### config.mk
export PLATFORM = sky130hd
export DESIGN_NAME = watchdog_and_bus_mode_regs
export DESIGN_NICKNAME = d
export VERILOG_FILES = /design/src/common/wdbus_pkg.sv /design/src/rtl/serial_frame_rx.sv /design/src/rtl/watchdog_and_bus_mode_regs.sv
export SDC_FILE = /design/constraint.sdc
export NUM_CORES = 1
export LEC_CHECK = 0
export ABC_AREA = 1
export BUFFER_PORTS_ARGS = -buffer_cell sky130_fd_sc_hd__buf_2
export CAP_MARGIN = 20
export CORE_UTILIZATION = 31
export CTS_CLUSTER_SIZE = 10
export DETAILED_ROUTE_END_ITERATION = 16
export GPL_TIMING_DRIVEN = 1
export PLACE_DENSITY = 0.62
export SLEW_MARGIN = 5
export SYNTH_ARGS = -nofsm -noshare
export SYNTH_HDL_FRONTEND = slang
export SYNTH_SLANG_ARGS = --single-unit
### constraint.sdc
create_clock -name clk_i -period 1.6 [get_ports clk_i]
set_clock_uncertainty 0.05 [all_clocks]
set_input_delay 0.08 -clock clk_i [delete_from_list [all_inputs] [get_ports clk_i]]
set_output_delay 0.08 -clock clk_i [all_outputs]
set_load 0.01 [all_outputs]
### src/common/wdbus_pkg.sv
// Package: register map, field positions and reset values of the two regs
package wdbus_pkg;
   localparam logic [6:0] ADDR_WDOG_CFG   = 7'h03;
   localparam logic [6:0] ADDR_BUS_MODE   = 7'h04;
   localparam logic [7:0] WDOG_CFG_RST    = 8'h14;
   localparam logic [7:0] BUS_MODE_RST    = 8'h20;
   localparam logic [2:0] WDOG_PERIOD_RST = 3'h4;
   localparam logic [4:0] BUS_FAILSAFE_LO = 5'h09;
   localparam int         FRAME_BITS      = 16;
   localparam int         WD_PARITY_BIT   = 7;
   localparam int         WD_STOP_DIS_BIT = 6;
   localparam int         WD_WINDOW_BIT   = 5;
   localparam int         WD_BUSWAKE_BIT  = 4;
   localparam int         WD_RSVD_BIT     = 3;
   localparam int         BM_FLASH_BIT    = 7;
   localparam int         BM_LSLOPE_BIT   = 6;
   localparam int         BM_TXDTO_BIT    = 5;
   localparam int         BM_SWK_BIT      = 2;
   localparam logic [1:0] MODE_OFF        = 2'h0;
   localparam logic [1:0] MODE_WAKE       = 2'h1;
   localparam logic [1:0] MODE_RXONLY     = 2'h2;
   localparam logic [1:0] MODE_NORMAL     = 2'h3;
   localparam logic [2:0] PERIOD_RSVD     = 3'h7;
   // Watchdog periods in ms, indexed by period code
   localparam int         PERIOD_MS [7]   = '{10, 20, 50, 100, 200, 500, 1000};
endpackage

### src/rtl/serial_frame_rx.sv
// Serial frame receiver: shifts a 16-bit write frame framed by chip select
`timescale 1ns/1ps
module serial_frame_rx
(
   input  wire logic        clk_i,
   input  wire logic        srst_i,
   input  wire logic        chip_select_n_i,
   input  wire logic        sclk_i,
   input  wire logic        sdi_i,
   output logic             frame_done_o,
   output logic             frame_ok_o,
   output logic [15:0]      frame_o
);
   logic        sclk_q;
   logic        cs_q;
   logic [4:0]  count_q;

   // Edge history for the serial clock and chip select
   always_ff @(posedge clk_i)
   begin
      if (srst_i)
      begin
         sclk_q <= 1'b0;
         cs_q   <= 1'b1;
      end
      else
      begin
         sclk_q <= sclk_i;
         cs_q   <= chip_select_n_i;
      end
   end

   // MSB first on rising serial clock; count guards against short frames
   always_ff @(posedge clk_i)
   begin
      if (srst_i)
      begin
         frame_o <= 16'h0000;
         count_q <= 5'h00;
      end
      else if (chip_select_n_i)
         count_q <= 5'h00;
      else if (sclk_i && !sclk_q)
      begin
         frame_o <= {frame_o[14:0], sdi_i};
         if (count_q != 5'h1f)
            count_q <= count_q + 5'h01;
      end
   end

   // Frame ends on chip select rising; only exact-length frames are usable
   always_ff @(posedge clk_i)
   begin
      if (srst_i)
      begin
         frame_done_o <= 1'b0;
         frame_ok_o   <= 1'b0;
      end
      else
      begin
         frame_done_o <= chip_select_n_i && !cs_q;
         frame_ok_o   <= chip_select_n_i && !cs_q
                         && (count_q == 5'(wdbus_pkg::FRAME_BITS));
      end
   end
endmodule

### src/rtl/watchdog_and_bus_mode_regs.sv
// Watchdog configuration and bus transceiver mode registers with serial port
`timescale 1ns/1ps
module watchdog_and_bus_mode_regs
(
   input  wire logic        clk_i,
   input  wire logic        srst_i,
   input  wire logic        soft_reset_i,
   input  wire logic        chip_select_n_i,
   input  wire logic        sclk_i,
   input  wire logic        sdi_i,
   input  wire logic        restart_entry_i,
   input  wire logic        failsafe_entry_i,
   input  wire logic        sleep_entry_i,
   input  wire logic        stop_entry_i,
   input  wire logic        in_stop_i,
   input  wire logic        can_bus_wake_i,
   input  wire logic        system_error_flag_i,
   output logic [7:0]       watchdog_config_o,
   output logic [7:0]       bus_transceiver_mode_o,
   output logic             wdog_stop_disable_lo_o,
   output logic             wdog_window_select_o,
   output logic [2:0]       wdog_period_sel_o,
   output logic             wdog_start_long_window_o,
   output logic             single_wire_slope_off_o,
   output logic             single_wire_low_slope_o,
   output logic             single_wire_txd_timeout_en_o,
   output logic [1:0]       single_wire_mode_o,
   output logic [1:0]       can_mode_o,
   output logic             selective_wake_o,
   output logic             access_fail_o
);
   logic        frame_done;
   logic        frame_ok;
   logic [15:0] frame;
   logic        wr_en;
   logic [6:0]  addr;
   logic [7:0]  wdata;
   logic        wr_wd;
   logic        wr_bus;
   logic [7:0]  wd_q;
   logic [7:0]  bus_q;
   logic [1:0]  can_lp;

   // Parity over a byte; even parity gives zero
   function automatic logic odd_parity(input logic [7:0] v);
      return ^v;
   endfunction

   // CAN low-power mode mapping for the two device-owned mode bits
   function automatic logic [1:0] can_low_power(input logic [1:0] m,
                                                input logic       sleep,
                                                input logic       system_error_flag);
      logic [1:0] r;
      r = m;
      if (sleep && !system_error_flag && m == wdbus_pkg::MODE_NORMAL)
         r = wdbus_pkg::MODE_WAKE;
      else if (sleep && m == wdbus_pkg::MODE_RXONLY)
         r = wdbus_pkg::MODE_WAKE;
      return r;
   endfunction

   serial_frame_rx u_rx
   (
      .clk_i           (clk_i),
      .srst_i          (srst_i),
      .chip_select_n_i (chip_select_n_i),
      .sclk_i          (sclk_i),
      .sdi_i           (sdi_i),
      .frame_done_o    (frame_done),
      .frame_ok_o      (frame_ok),
      .frame_o         (frame)
   );

   // Frame: bit 15 write flag, 14:8 address, 7:0 data
   assign wr_en  = frame_ok && frame[15];
   assign addr   = frame[14:8];
   assign wdata  = frame[7:0];
   assign wr_wd  = wr_en && addr == wdbus_pkg::ADDR_WDOG_CFG
                   && !odd_parity(wdata);
   assign wr_bus = wr_en && addr == wdbus_pkg::ADDR_BUS_MODE;
   assign can_lp = can_low_power(bus_q[1:0], sleep_entry_i,
                                 system_error_flag_i);

   // Watchdog config; restart outranks a host write in the same cycle
   always_ff @(posedge clk_i)
   begin
      if (srst_i || soft_reset_i)
         wd_q <= wdbus_pkg::WDOG_CFG_RST;
      else if (restart_entry_i)
      begin
         wd_q[wdbus_pkg::WD_STOP_DIS_BIT] <= 1'b0;
         wd_q[wdbus_pkg::WD_RSVD_BIT]     <= 1'b0;
         wd_q[2:0] <= wdbus_pkg::WDOG_PERIOD_RST;
      end
      else if (wr_wd)
      begin
         wd_q <= wdata;
         wd_q[wdbus_pkg::WD_RSVD_BIT] <= 1'b0;
      end
   end

   // Bus mode; fail-safe first, then low-power entry, then host writes
   always_ff @(posedge clk_i)
   begin
      if (srst_i || soft_reset_i)
         bus_q <= wdbus_pkg::BUS_MODE_RST;
      else if (failsafe_entry_i)
         bus_q[4:0] <= wdbus_pkg::BUS_FAILSAFE_LO;
      else if (sleep_entry_i || stop_entry_i)
         bus_q[1:0] <= can_lp;
      else if (wr_bus)
         bus_q <= wdata;
   end

   // Refused watchdog write or malformed frame is reported as a failure
   always_ff @(posedge clk_i)
   begin
      if (srst_i)
         access_fail_o <= 1'b0;
      else if (frame_done && !frame_ok)
         access_fail_o <= 1'b1;
      else if (wr_en && addr == wdbus_pkg::ADDR_WDOG_CFG
               && odd_parity(wdata))
         access_fail_o <= 1'b1;
      else if (wr_en)
         access_fail_o <= 1'b0;
   end

   // Bus-wake start of the watchdog in stop state, registered request held high while the wake lasts
   always_ff @(posedge clk_i)
   begin
      if (srst_i)
         wdog_start_long_window_o <= 1'b0;
      else
         wdog_start_long_window_o <= in_stop_i && can_bus_wake_i
                                     && wd_q[wdbus_pkg::WD_BUSWAKE_BIT];
   end

   // Registered field outputs; all follow the stored register values
   always_ff @(posedge clk_i)
   begin
      if (srst_i)
      begin
         watchdog_config_o            <= wdbus_pkg::WDOG_CFG_RST;
         bus_transceiver_mode_o       <= wdbus_pkg::BUS_MODE_RST;
         wdog_stop_disable_lo_o       <= 1'b0;
         wdog_window_select_o         <= 1'b0;
         wdog_period_sel_o            <= wdbus_pkg::WDOG_PERIOD_RST;
         single_wire_slope_off_o      <= 1'b0;
         single_wire_low_slope_o      <= 1'b0;
         single_wire_txd_timeout_en_o <= 1'b1;
         single_wire_mode_o           <= wdbus_pkg::MODE_OFF;
         can_mode_o                   <= wdbus_pkg::MODE_OFF;
         selective_wake_o             <= 1'b0;
      end
      else
      begin
         watchdog_config_o            <= wd_q;
         bus_transceiver_mode_o       <= bus_q;
         wdog_stop_disable_lo_o       <= wd_q[wdbus_pkg::WD_STOP_DIS_BIT];
         wdog_window_select_o         <= wd_q[wdbus_pkg::WD_WINDOW_BIT];
         wdog_period_sel_o            <= wd_q[2:0];
         single_wire_slope_off_o      <= bus_q[wdbus_pkg::BM_FLASH_BIT];
         single_wire_low_slope_o      <= bus_q[wdbus_pkg::BM_LSLOPE_BIT];
         single_wire_txd_timeout_en_o <= bus_q[wdbus_pkg::BM_TXDTO_BIT];
         single_wire_mode_o           <= bus_q[4:3];
         can_mode_o                   <= bus_q[1:0];
         selective_wake_o             <= bus_q[wdbus_pkg::BM_SWK_BIT];
      end
   end
endmodule

==> results.tsv, run 1 <==
stage	metric	value	unit
floorplanning	Std-Cell Rows	32	
sta	RSZ-0062 raised after global routing	yes	
min_path	Worst Hold Class	input port to flop	
placement	port buffer count	42	
critical_path	R2R depth	9	
sta	setup TNS	0	ns
clock_tree	CTS sink cnt	57	
routing	total wire length	4850	um
critical_path	Worst Path Required	1.77	ns
yosys	Syn. warnings	0	
sta	Max Clk Rate	640	MHz
clock_tree	cts bufs inserted	9	
yosys	Post-synth EDFFs	0	
critical_path	kind of critical path	flop to flop	
clock_tree	H-tree depth	3	
routing	Vias/cell	4.40	
yosys	synthesis-stage register bit count	57	
placement	dpl ws	-0.0436	ns
layout	final net count	380	
layout	Finished Layout Cells	470	
critical_path	stages on the worst setup path	9	
routing	total number of vias	2066	
yosys	Yosys cell types	36	
clock_tree	Worst-Skew Late Latency	0.34	ns
yosys	area leader, netlist	dfxtp_1	
floorplanning	Vert. Die Dim	91.2	um
critical_path	R2R Path Start	u_rx.count_q[1]$_SDFFE_PP0P_	
power_and_ir_drop	VDD IR max	0.000603	V
power_and_ir_drop	Design Power	0.00317	W
critical_path	Slowest Stage Delay on Critical Path	0.33	ns
floorplanning	die width	91.2	um
layout	ant diodes	0	
critical_path	R2R Setup Slk	0.04	ns
critical_path	Arrival @ worst endpoint	1.73	ns
clock_tree	Clock Tree Buf Depth	2	
yosys	Post-Synthesis Cells	317	
layout	most frequent cells in the layout	55 x nand2_1, 53 x dfxtp_1, 42 x buf_2	
sta	final worst-path cycle share	97.7	%
global_routing	largest net degree at the start of global routing	27	
critical_path	Slowest-stage cell, CP	dfxtp_2	
yosys	average size of a mapped cell	7.78	sq um
routing	drt pass-1 iters	4	
critical_path	Critical Path Start Type	flop	
global_routing	initial antenna violation count	0	
floorplanning	core area	7730	sq um
floorplanning	Top-Level Pins	44	
critical_path	critical path endpoint	u_rx.count_q[3]$_SDFFE_PP0P_	
sta	Final Setup Violations	0	
yosys	Synth top area share	46.3	%
routing	Routed Antenna Nets	0	
critical_path	Worst setup EP type	flop	
layout	Layout fillers	808	
placement	DP HPWL	3420	um
yosys	Async S/R FF share, synth	0	%
yosys	Area contributors post-synth	dfxtp_1 46%, nand2_1 8.4%, inv_1 5.8%	
yosys	Seq/Total Area, Yosys	46.3	%
critical_path	Buf+Inv Stages, Crit Path	2	
sta	Hold Slack	0.0234	ns
routing	Routed WL per cell	10.3	um
placement	placed insts	446	
sta	count of final max-slew check failures	0	
min_path	Hold Path Depth	4	
power_and_ir_drop	Cell Pwr Density	1030	nW/um^2
global_routing	via count of the first global-routing pass	1872	
routing	DRT iter0 DRCs	61	
critical_path	Worst setup startpoint	u_rx.count_q[1]$_SDFFE_PP0P_	
layout	commonest non-fill, non-tap cell in the layout	nand2_1	
outcome	status	finished clean	
clock_tree	Worst-path clk slew	0.06	ns
critical_path	CP top delay family	simple AND/OR/NAND/NOR gates	
clock_tree	Clock Root Buffer	clkbuf_8	
layout	P&R area growth vs syn	24.5	%
routing	Residual DRC	0	
global_routing	GRT Residual Overflow	0	
yosys	Syn Nets	333	
clock_tree	CTS tree	done	
yosys	dominant synthesized flop cell	dfxtp_1	
sta	Final min period	1.56	ns
critical_path	Worst R2R End	u_rx.count_q[3]$_SDFFE_PP0P_	
layout	layout cells sized above 1	29.6	%
critical_path	Crit path top cell by count	inv_2	
layout	register area	1150	sq um
sta	Final Hold Vio Count	0	
global_routing	first-pass GRT wire length	8370	um
critical_path	critical-path maximum fanout	3	
floorplanning	starting density of the core	31.9	%
power_and_ir_drop	Lkg Pwr	1.38	nW
critical_path	Cell Chain, Critical Path	ha_4 > inv_2 > nor3_2 > ha_2 > nor3_4 > inv_2 > nor2_4 > nand4_1 > nor3b_2	
floorplanning	die area	8320	sq um
sta	setup ws final	0.0365	ns
layout	multi-input gate area in the final layout	1080	sq um
job	Max Cap Viol	0	
placement	Placer Congestion	0.779	
global_routing	GRT Total Usage	13.0	%
yosys	Syn Std Cell Area	2470	sq um
flip-flops by register name (all words and copies together), names as in the netlist:
| name | cells |
|---|---|
| u_rx.frame_o | 16 |
| u_rx.count_q | 5 |
| u_rx.sclk_q | 1 |
| wdog_start_long_window_o | 1 |
| watchdog_config_o | 5 |
| wd_q | 7 |
| access_fail_o | 1 |
| u_rx.frame_done_o | 1 |
| bus_q | 8 |
| bus_transceiver_mode_o | 8 |
| u_rx.frame_ok_o | 1 |
| u_rx.cs_q | 1 |
| wdog_period_sel_o | 2 |
per-layer routing:
| metal | global-route usage [%] | up-vias | wire length [um] | part of all wire (%) |
|---|---|---|---|---|
| li1 | - | 1085 | - | - |
| met1 | 14.6 | 922 | 2140 | 44 |
| met2 | 21.7 | 52 | 2370 | 49 |
| met3 | 6.20 | 7 | 262 | 5.4 |
| met4 | 4.10 | 0 | 80 | 1.6 |
| met5 | 0 | - | 0 | 0 |
through the flow:
stage          utilization [%]  instance area (sq um)
2_1_floorplan                -                   2470
3_3_place_gp              35.1                   2710
3_5_place_dp              35.1                   2710
4_1_cts                   39.1                   3020
5_1_grt                   39.7                   3070
6_report                  39.7                   3070
Yosys cell counts (4+ instances only):
cell,number
a21oi_1,24
buf_4,14
dfxtp_1,57
inv_1,38
inv_2,7
nand2_1,55
nand2_2,5
nand2_4,4
nand3_1,18
nor2_1,32
nor3_1,5
o21ai_0,15
logic make-up (layout without fill, tap and decap cells):
logic type / count (synthesis) / count (layout) / share of synthesized area (%)
DFF: 57 / 57 / 46.3
other: 1 / 1 / 0.152
buffers and inverters: 68 / 119 / 12.7
xor gates and xnor gates: 1 / 1 / 0.355
adders and majority gates: 3 / 3 / 1.52
and+or+nand+nor: 137 / 137 / 28.1
AOI/OAI and AO/OA: 50 / 50 / 11.0
area by class of cell:
| cell class | count | share of cell area (%) |
|---|---|---|
| multi-input combinational | 192 | 35.1 |
| sequential | 57 | 37.3 |
| clock inverter | 6 | 2.73 |
| clock buffer | 9 | 4.04 |
| timing repair buffer | 56 | 10.8 |
| tap | 102 | 4.16 |
| inverter | 48 | 5.91 |
worst register-to-register path: cells and delay by family, from the launching register on:
kind | cells | cell delay [ns]
fa+ha+maj | 2 | 0.35
simple gates | 5 | 0.58
flops | 1 | 0.33
buf+inv | 2 | 0.13
how the worst min path moves through the flow:
stage                           from                             endpoint  slack, ns
global placement           in_stop_i  wdog_start_long_window_o$_SDFF_PP0_       0.29
floorplan               soft_reset_i                 wd_q[4]$_SDFFE_PP1P_       0.15
detailed placement         in_stop_i  wdog_start_long_window_o$_SDFF_PP0_       0.29
CTS                 failsafe_entry_i                bus_q[4]$_SDFFE_PP0P_      0.007
global route        failsafe_entry_i                bus_q[1]$_SDFFE_PP0P_       0.05
finish              failsafe_entry_i                bus_q[4]$_SDFFE_PP0P_       0.02
power by group:
| group | switching [W] | total [W] | internal (W) |
|---|---|---|---|
| registers | 0.0000348 | 0.00148 | 0.00145 |
| clock network | 0.000563 | 0.00142 | 0.000861 |
| logic | 0.000163 | 0.000267 | 0.000104 |
timing repair:
action | 4_1_cts | 5_1_grt
pin swaps | 2 | 7
endpoints found under the hold margin | 6 | 0
endpoints found under the setup margin | 1 | 9
setup buffers | 2 | 1
resized for setup | 9 | 8
hold buffers | 6 | 0
Power figures use the tool's default switching activity.
==> run 2, diff against run 1 <==
- CORE_MARGIN: default -> 2
- RECOVER_POWER: default -> 25
==> run 2 against run 1 <==
Net effect:
- final cell count down 0.21%
- sequential power about the same
- via count fell by 1.7%
- non-clock buffer count is 2 lower
- setup slack improved by 0.035 ns
- combinational power about the same
- fmax rose by 2.3%
- routed wire length fell by 1.3%
- cell area is 0.94% lower
- first-iteration DRC count up 20%
- register-to-register slack improved by 0.04 ns
- critical path depth unchanged
- highest routed layer unchanged
==> results.tsv, run 2 (synthesized netlist as in run 1, its figures left out) <==
stage	metric	value	unit	change
clock_tree	CTS tree	done		unchanged
power_and_ir_drop	P_int	0.00247	W	was 0.00241 W
sta	Max Clk Rate	654	MHz	was 640 MHz
clock_tree	Worst-Skew Late Latency	0.34	ns	about the same
power_and_ir_drop	Lkg Pwr	1.36	nW	was 1.38 nW
layout	max reg flops	16		unchanged
critical_path	R2R Path Start	u_rx.count_q[1]$_SDFFE_PP0P_		unchanged
layout	final net count	378		was 380
critical_path	Slowest-stage cell, CP	dfxtp_2		unchanged
global_routing	largest net degree at the start of global routing	27		unchanged
routing	Residual DRC	0		unchanged
sta	final worst-path cycle share	95.5	%	was 97.7%
clock_tree	Clock Tree Buf Depth	2		unchanged
clock_tree	CTS sink cnt	57		unchanged
global_routing	GRT Total Usage	12.0	%	was 13.0%
floorplanning	die area	8680	sq um	was 8320 sq um
min_path	WHS Endpoint	u_rx.frame_done_o$_SDFF_PP0_		was bus_q[4]$_SDFFE_PP0P_
outcome	status	finished clean		unchanged
layout	biggest registers after layout	u_rx.frame_o: 16 flops, bus_q: 8 flops, bus_transceiver_mode_o: 8 flops		unchanged
min_path	Hold Crit Start	chip_select_n_i		was failsafe_entry_i
layout	most frequent cells in the layout	55 x nand2_1, 54 x dfxtp_1, 40 x buf_2		was 55 x nand2_1, 53 x dfxtp_1, 42 x buf_2
sta	Final Hold Vio Count	0		unchanged
critical_path	Arrival @ worst endpoint	1.69	ns	was 1.73 ns
sta	Final min period	1.53	ns	was 1.56 ns
floorplanning	starting density of the core	31.9	%	unchanged
floorplanning	core area	7730	sq um	unchanged
global_routing	initial antenna violation count	0		unchanged
floorplanning	Vert. Die Dim	93.2	um	was 91.2 um
global_routing	first-pass GRT wire length	8090	um	was 8370 um
floorplanning	Top-Level Pins	44		unchanged
min_path	Hold Path Depth	3		was 4
power_and_ir_drop	switching power share of the total	23.6	%	was 23.9%
power_and_ir_drop	Reg power frac	45.9	%	was 46.7%
floorplanning	Std-Cell Rows	32		unchanged
routing	Vias/cell	4.33		was 4.40
job	Max Cap Viol	0		unchanged
clock_tree	Clock Root Buffer	clkbuf_8		unchanged
routing	Routed WL per cell	10.2	um	was 10.3 um
sta	Final Setup Violations	0		unchanged
sta	RSZ-0062 raised after global routing	yes		unchanged
clock_tree	H-tree depth	3		unchanged
global_routing	via count of the first global-routing pass	1813		was 1872
critical_path	Worst setup startpoint	u_rx.count_q[1]$_SDFFE_PP0P_		unchanged
layout	post-layout util	39.3	%	was 39.7%
power_and_ir_drop	Psw	0.000761	W	was 0.000760 W
global_routing	GRT Residual Overflow	0		unchanged
critical_path	Critical Path Start Type	flop		unchanged
routing	DRT iter0 DRCs	73		was 61
placement	DP HPWL	3440	um	was 3420 um
critical_path	Cell Chain, Critical Path	ha_4 > inv_2 > nor3_2 > ha_2 > nor3_4 > inv_2 > buf_4 > nor3_1 > nor3_1		was ha_4 > inv_2 > nor3_2 > ha_2 > nor3_4 > inv_2 > nor2_4 > nand4_1 > nor3b_2
layout	ant diodes	0		unchanged
layout	P&R area growth vs syn	23.3	%	was 24.5%
placement	port buffer count	42		unchanged
power_and_ir_drop	VDD IR max	0.000610	V	was 0.000603 V
routing	drt pass-1 iters	4		unchanged
sta	setup ws final	0.0719	ns	was 0.0365 ns
critical_path	Worst Path Required	1.76	ns	was 1.77 ns
power_and_ir_drop	clock power share	45.9	%	was 44.8%
clock_tree	Worst-path clk slew	0.07	ns	was 0.06 ns
sta	count of final max-slew check failures	0		unchanged
min_path	Worst Hold Class	input port to flop		unchanged
critical_path	Slowest Stage Delay on Critical Path	0.35	ns	was 0.33 ns
layout	Biggest register	u_rx.frame_o		unchanged
power_and_ir_drop	Design Power	0.00323	W	was 0.00317 W
critical_path	R2R depth	9		unchanged
layout	commonest non-fill, non-tap cell in the layout	nand2_1		unchanged
placement	dpl ws	-0.0397	ns	was -0.0436 ns
layout	layout cells sized above 1	27.2	%	was 29.6%
routing	total wire length	4790	um	was 4850 um
power_and_ir_drop	Cell Pwr Density	1060	nW/um^2	was 1030 nW/um^2
critical_path	kind of critical path	flop to flop		unchanged
floorplanning	die width	93.2	um	was 91.2 um
routing	total number of vias	2030		was 2066
clock_tree	cts bufs inserted	9		unchanged
routing	Routed Antenna Nets	0		unchanged
placement	Placer Congestion	0.806		was 0.779
critical_path	Worst setup EP type	flop		unchanged
power_and_ir_drop	combinational fraction of design power	8.2	%	was 8.4%
critical_path	R2R Setup Slk	0.07	ns	was 0.04 ns
critical_path	Worst R2R End	u_rx.count_q[2]$_SDFFE_PP0P_		was u_rx.count_q[3]$_SDFFE_PP0P_
critical_path	critical-path maximum fanout	5		was 3
## run 2: layout make-up
cell class / instances / area, sq um
fill: 802 / 4690
tap: 102 / 128
clock buffer: 11 / 141
clock inverter: 5 / 78.8
inverter: 48 / 181
sequential: 57 / 1140
timing repair buffer: 54 / 315
multi-input combinational: 192 / 1050
## run 2: how the worst max path moves through the flow
stage / to / slack, ns / cells after the start
global placement: u_rx.count_q[3]$_SDFFE_PP0P_ / 0.04 / 9
detailed placement: u_rx.count_q[3]$_SDFFE_PP0P_ / -0.04 / 9
floorplan: u_rx.count_q[3]$_SDFFE_PP0P_ / 0.04 / 9
CTS: u_rx.count_q[3]$_SDFFE_PP0P_ / 0.007 / 9
finish: u_rx.count_q[2]$_SDFFE_PP0P_ / 0.07 / 9
global route: u_rx.count_q[3]$_SDFFE_PP0P_ / -0.03 / 9
## run 2: layer usage
| layer | vias up | track usage (%) | share of wire (%) |
|---|---|---|---|
| met2 | 44 | 19.7 | 48 |
| met5 | - | 0 | 0 |
| met4 | 0 | 4.29 | 1.2 |
| li1 | 1082 | - | - |
| met3 | 8 | 5.40 | 5.4 |
| met1 | 896 | 13.8 | 45 |
## run 2: per-stage QoR
stage               instance area, sq um  hold slack [ns]  cells  TNS [ns]
global placement                    2710            0.289    446         0
global route                        3040           0.0716    469    -0.132
floorplan                           2470            0.151    317         0
finish                              3040           0.0717    469         0
CTS                                 3000           0.0617    469         0
detailed placement                  2710            0.288    446   -0.0397
## run 2: worst max-delay path: cells and delay by family (launching register included)
family                     cells  cell delay, ns
and+or+nand+nor                4            0.38
buffers and inverters          3            0.28
DFF                            1            0.35
adders and majority gates      2            0.34
## run 2: power by group through the flow
stage | registers (W) | clock network [W] | logic, W
floorplan | 0.00150 | 0 | 0.000188
global placement | 0.00151 | 0 | 0.000244
detailed placement | 0.00151 | 0 | 0.000249
CTS | 0.00148 | 0.00152 | 0.000264
global route | 0.00149 | 0.00160 | 0.000303
finish | 0.00148 | 0.00148 | 0.000265
## run 2: timing repair
action / 4_1_cts / 5_1_grt
endpoints found under the setup margin: 1 / 5
resized for setup: 1 / 11
setup buffers: 0 / 0
pin swaps: 0 / 1
endpoints found under the hold margin: 7 / 0
hold buffers: 7 / 0
==> run 3, diff against run 2 <==
- CTS_BUF_LIST: default -> sky130_fd_sc_hd__clkbuf_2
- GPL_TIMING_DRIVEN: 1 -> 0
==> run 3 against run 2 <==
Net effect:
- clock power fell by 51%
- critical path depth unchanged
- first-iteration DRC count increased by 18%
- non-clock buffer count grew 27
- critical path type unchanged
- largest cell class unchanged
- largest power group unchanged
==> results.tsv, run 3 (synthesized netlist as in run 1, its figures left out) <==
stage	metric	value	unit	change
layout	final instance area	3110	sq um	was 3040 sq um
layout	layout cells sized above 1	30.0	%	was 27.2%
floorplanning	die area	8680	sq um	unchanged
power_and_ir_drop	VDD IR max	0.000423	V	was 0.000610 V
floorplanning	Vert. Die Dim	93.2	um	unchanged
critical_path	Worst Path Required	1.96	ns	was 1.76 ns
power_and_ir_drop	Lkg Pwr	1.40	nW	was 1.36 nW
layout	Layout fillers	814		was 802
layout	commonest non-fill, non-tap cell in the layout	nand2_1		unchanged
global_routing	initial antenna violation count	0		unchanged
sta	Final min period	1.57	ns	was 1.53 ns
critical_path	critical-path maximum fanout	5		unchanged
global_routing	largest net degree at the start of global routing	11		was 27
sta	final worst-path cycle share	98.2	%	was 95.5%
critical_path	Cell Chain, Critical Path	ha_4 > inv_4 > nor3_2 > ha_2 > nor3_4 > inv_2 > nor2_4 > a31oi_1 > nor3b_1		was ha_4 > inv_2 > nor3_2 > ha_2 > nor3_4 > inv_2 > buf_4 > nor3_1 > nor3_1
power_and_ir_drop	Cell Pwr Density	801	nW/um^2	was 1060 nW/um^2
clock_tree	H-tree depth	3		unchanged
clock_tree	Worst-path clk slew	0.18	ns	was 0.07 ns
global_routing	GRT Total Usage	13.3	%	was 12.0%
routing	total number of vias	2198		was 2030
sta	count of final max-slew check failures	0		unchanged
clock_tree	CTS tree	done		unchanged
critical_path	Buf+Inv Stages, Crit Path	2		was 3
layout	final net count	405		was 378
critical_path	kind of critical path	flop to flop		unchanged
floorplanning	starting density of the core	31.9	%	unchanged
floorplanning	core area	7730	sq um	unchanged
routing	Vias/cell	4.44		was 4.33
sta	Final Hold Vio Count	0		unchanged
critical_path	Arrival @ worst endpoint	1.93	ns	was 1.69 ns
sta	Final Setup Violations	0		unchanged
layout	ant diodes	0		unchanged
layout	max reg flops	16		unchanged
sta	Slew @ Worst Pin	0.540	ns	
clock_tree	Worst-Skew Late Latency	0.47	ns	was 0.34 ns
routing	drt pass-1 iters	4		unchanged
layout	P&R area growth vs syn	26.2	%	was 23.3%
layout	biggest registers after layout	u_rx.frame_o: 16 flops, bus_q: 8 flops, bus_transceiver_mode_o: 8 flops		unchanged
sta	Max Clk Rate	637	MHz	was 654 MHz
critical_path	Slowest Stage Delay on Critical Path	0.39	ns	was 0.35 ns
routing	Routed Antenna Nets	0		unchanged
job	Max Cap Viol	0		unchanged
routing	Routed WL per cell	10.9	um	was 10.2 um
clock_tree	cts bufs inserted	9		unchanged
outcome	status	finished clean		unchanged
placement	port buffer count	41		was 42
routing	Residual DRC	0		unchanged
floorplanning	Top-Level Pins	44		unchanged
floorplanning	Std-Cell Rows	32		unchanged
placement	Placer Congestion	0.784		was 0.806
floorplanning	die width	93.2	um	unchanged
routing	total wire length	5380	um	was 4790 um
critical_path	Critical Path Start Type	flop		unchanged
clock_tree	Clock Root Buffer	clkbuf_2		was clkbuf_8
layout	Biggest register	u_rx.frame_o		unchanged
layout	most frequent cells in the layout	55 x nand2_1, 50 x dfxtp_1, 39 x buf_2		was 55 x nand2_1, 54 x dfxtp_1, 40 x buf_2
sta	RSZ-0062 raised after global routing	yes		unchanged
min_path	Worst Hold Class	input port to flop		unchanged
sta	Max-slew headroom	64.0	%	
global_routing	via count of the first global-routing pass	2068		was 1813
placement	DP HPWL	3810	um	was 3440 um
critical_path	CP top delay family	simple AND/OR/NAND/NOR gates		unchanged
global_routing	first-pass GRT wire length	9050	um	was 8090 um
clock_tree	Clock Tree Buf Depth	2		unchanged
sta	setup TNS	0	ns	unchanged
routing	DRT iter0 DRCs	86		was 73
critical_path	Worst setup EP type	flop		unchanged
global_routing	GRT Residual Overflow	0		unchanged
clock_tree	CTS sink cnt	57		unchanged
placement	DP Area	2800	sq um	was 2710 sq um
critical_path	Slowest-stage cell, CP	dfxtp_4		was dfxtp_2
## run 3: worst min-delay path: cells and delay by family
kind | cells | cell delay [ns]
buf+inv | 2 | 0.64
simple gates | 2 | 0.10
## run 3: per-layer routing
layer | track usage [%] | up-vias | wire (um)
li1 | - | 1141 | -
met1 | 15.3 | 997 | 2480
met2 | 22.9 | 53 | 2620
met3 | 4.35 | 7 | 224
met4 | 5.02 | 0 | 61
met5 | 0 | - | 0
## run 3: layout make-up
class                      count  area (sq um)  area share, %
tap                          102           128           4.10
timing repair buffer          61           382           12.3
inverter                      48           184           5.91
clock inverter                 6          36.3           1.17
clock buffer                   9          45.0           1.45
multi-input combinational    192          1050           33.8
buffer                        20           131           4.22
sequential                    57          1150           37.1
## run 3: final timing paths
check | start | end | slack (ns) | cells after the start
worst max-delay path | u_rx.count_q[1]$_SDFFE_PP0P_ | u_rx.count_q[3]$_SDFFE_PP0P_ | 0.03 | 9
worst max register to register | u_rx.count_q[1]$_SDFFE_PP0P_ | u_rx.count_q[3]$_SDFFE_PP0P_ | 0.03 | 9
worst min register to register | bus_q[2]$_SDFFE_PP0P_ | bus_transceiver_mode_o[2]$_SDFF_PP0_ | 0.36 | 2
worst min-delay path | can_bus_wake_i | wdog_start_long_window_o$_SDFF_PP0_ | 0.32 | 4
## run 3: repair_timing
item                                   CTS  global route
pin swaps                                4             6
gates resized for setup                 10             9
setup endpoints to repair                2            12
endpoints found under the hold margin   25             0
setup buffers                            5             2
hold buffers                            13             0
## run 3: where the power goes
group,internal [W],leakage (nW),switching (W),total (W)
sequential,0.00145,0.466,0.0000350,0.00148
clock,0.000184,0.0472,0.000535,0.000719
combinational,0.000118,0.889,0.000171,0.000289
total,0.00175,1.40,0.000741,0.00249
## run 3: stage by stage
stage / std cells / total power [W] / worst slack [ns] / hold WS, ns / util (%)
floorplan: 317 / 0.00169 / 0.0392 / 0.151 / -
global placement: 460 / 0.00176 / -0.0817 / 0.286 / 36.2
detailed placement: 460 / 0.00176 / -0.117 / 0.289 / 36.2
CTS: 493 / 0.00252 / -0.00730 / 0.278 / 39.9
global route: 495 / 0.00264 / -0.0472 / 0.275 / 40.3
finish: 495 / 0.00249 / 0.0295 / 0.319 / 40.3
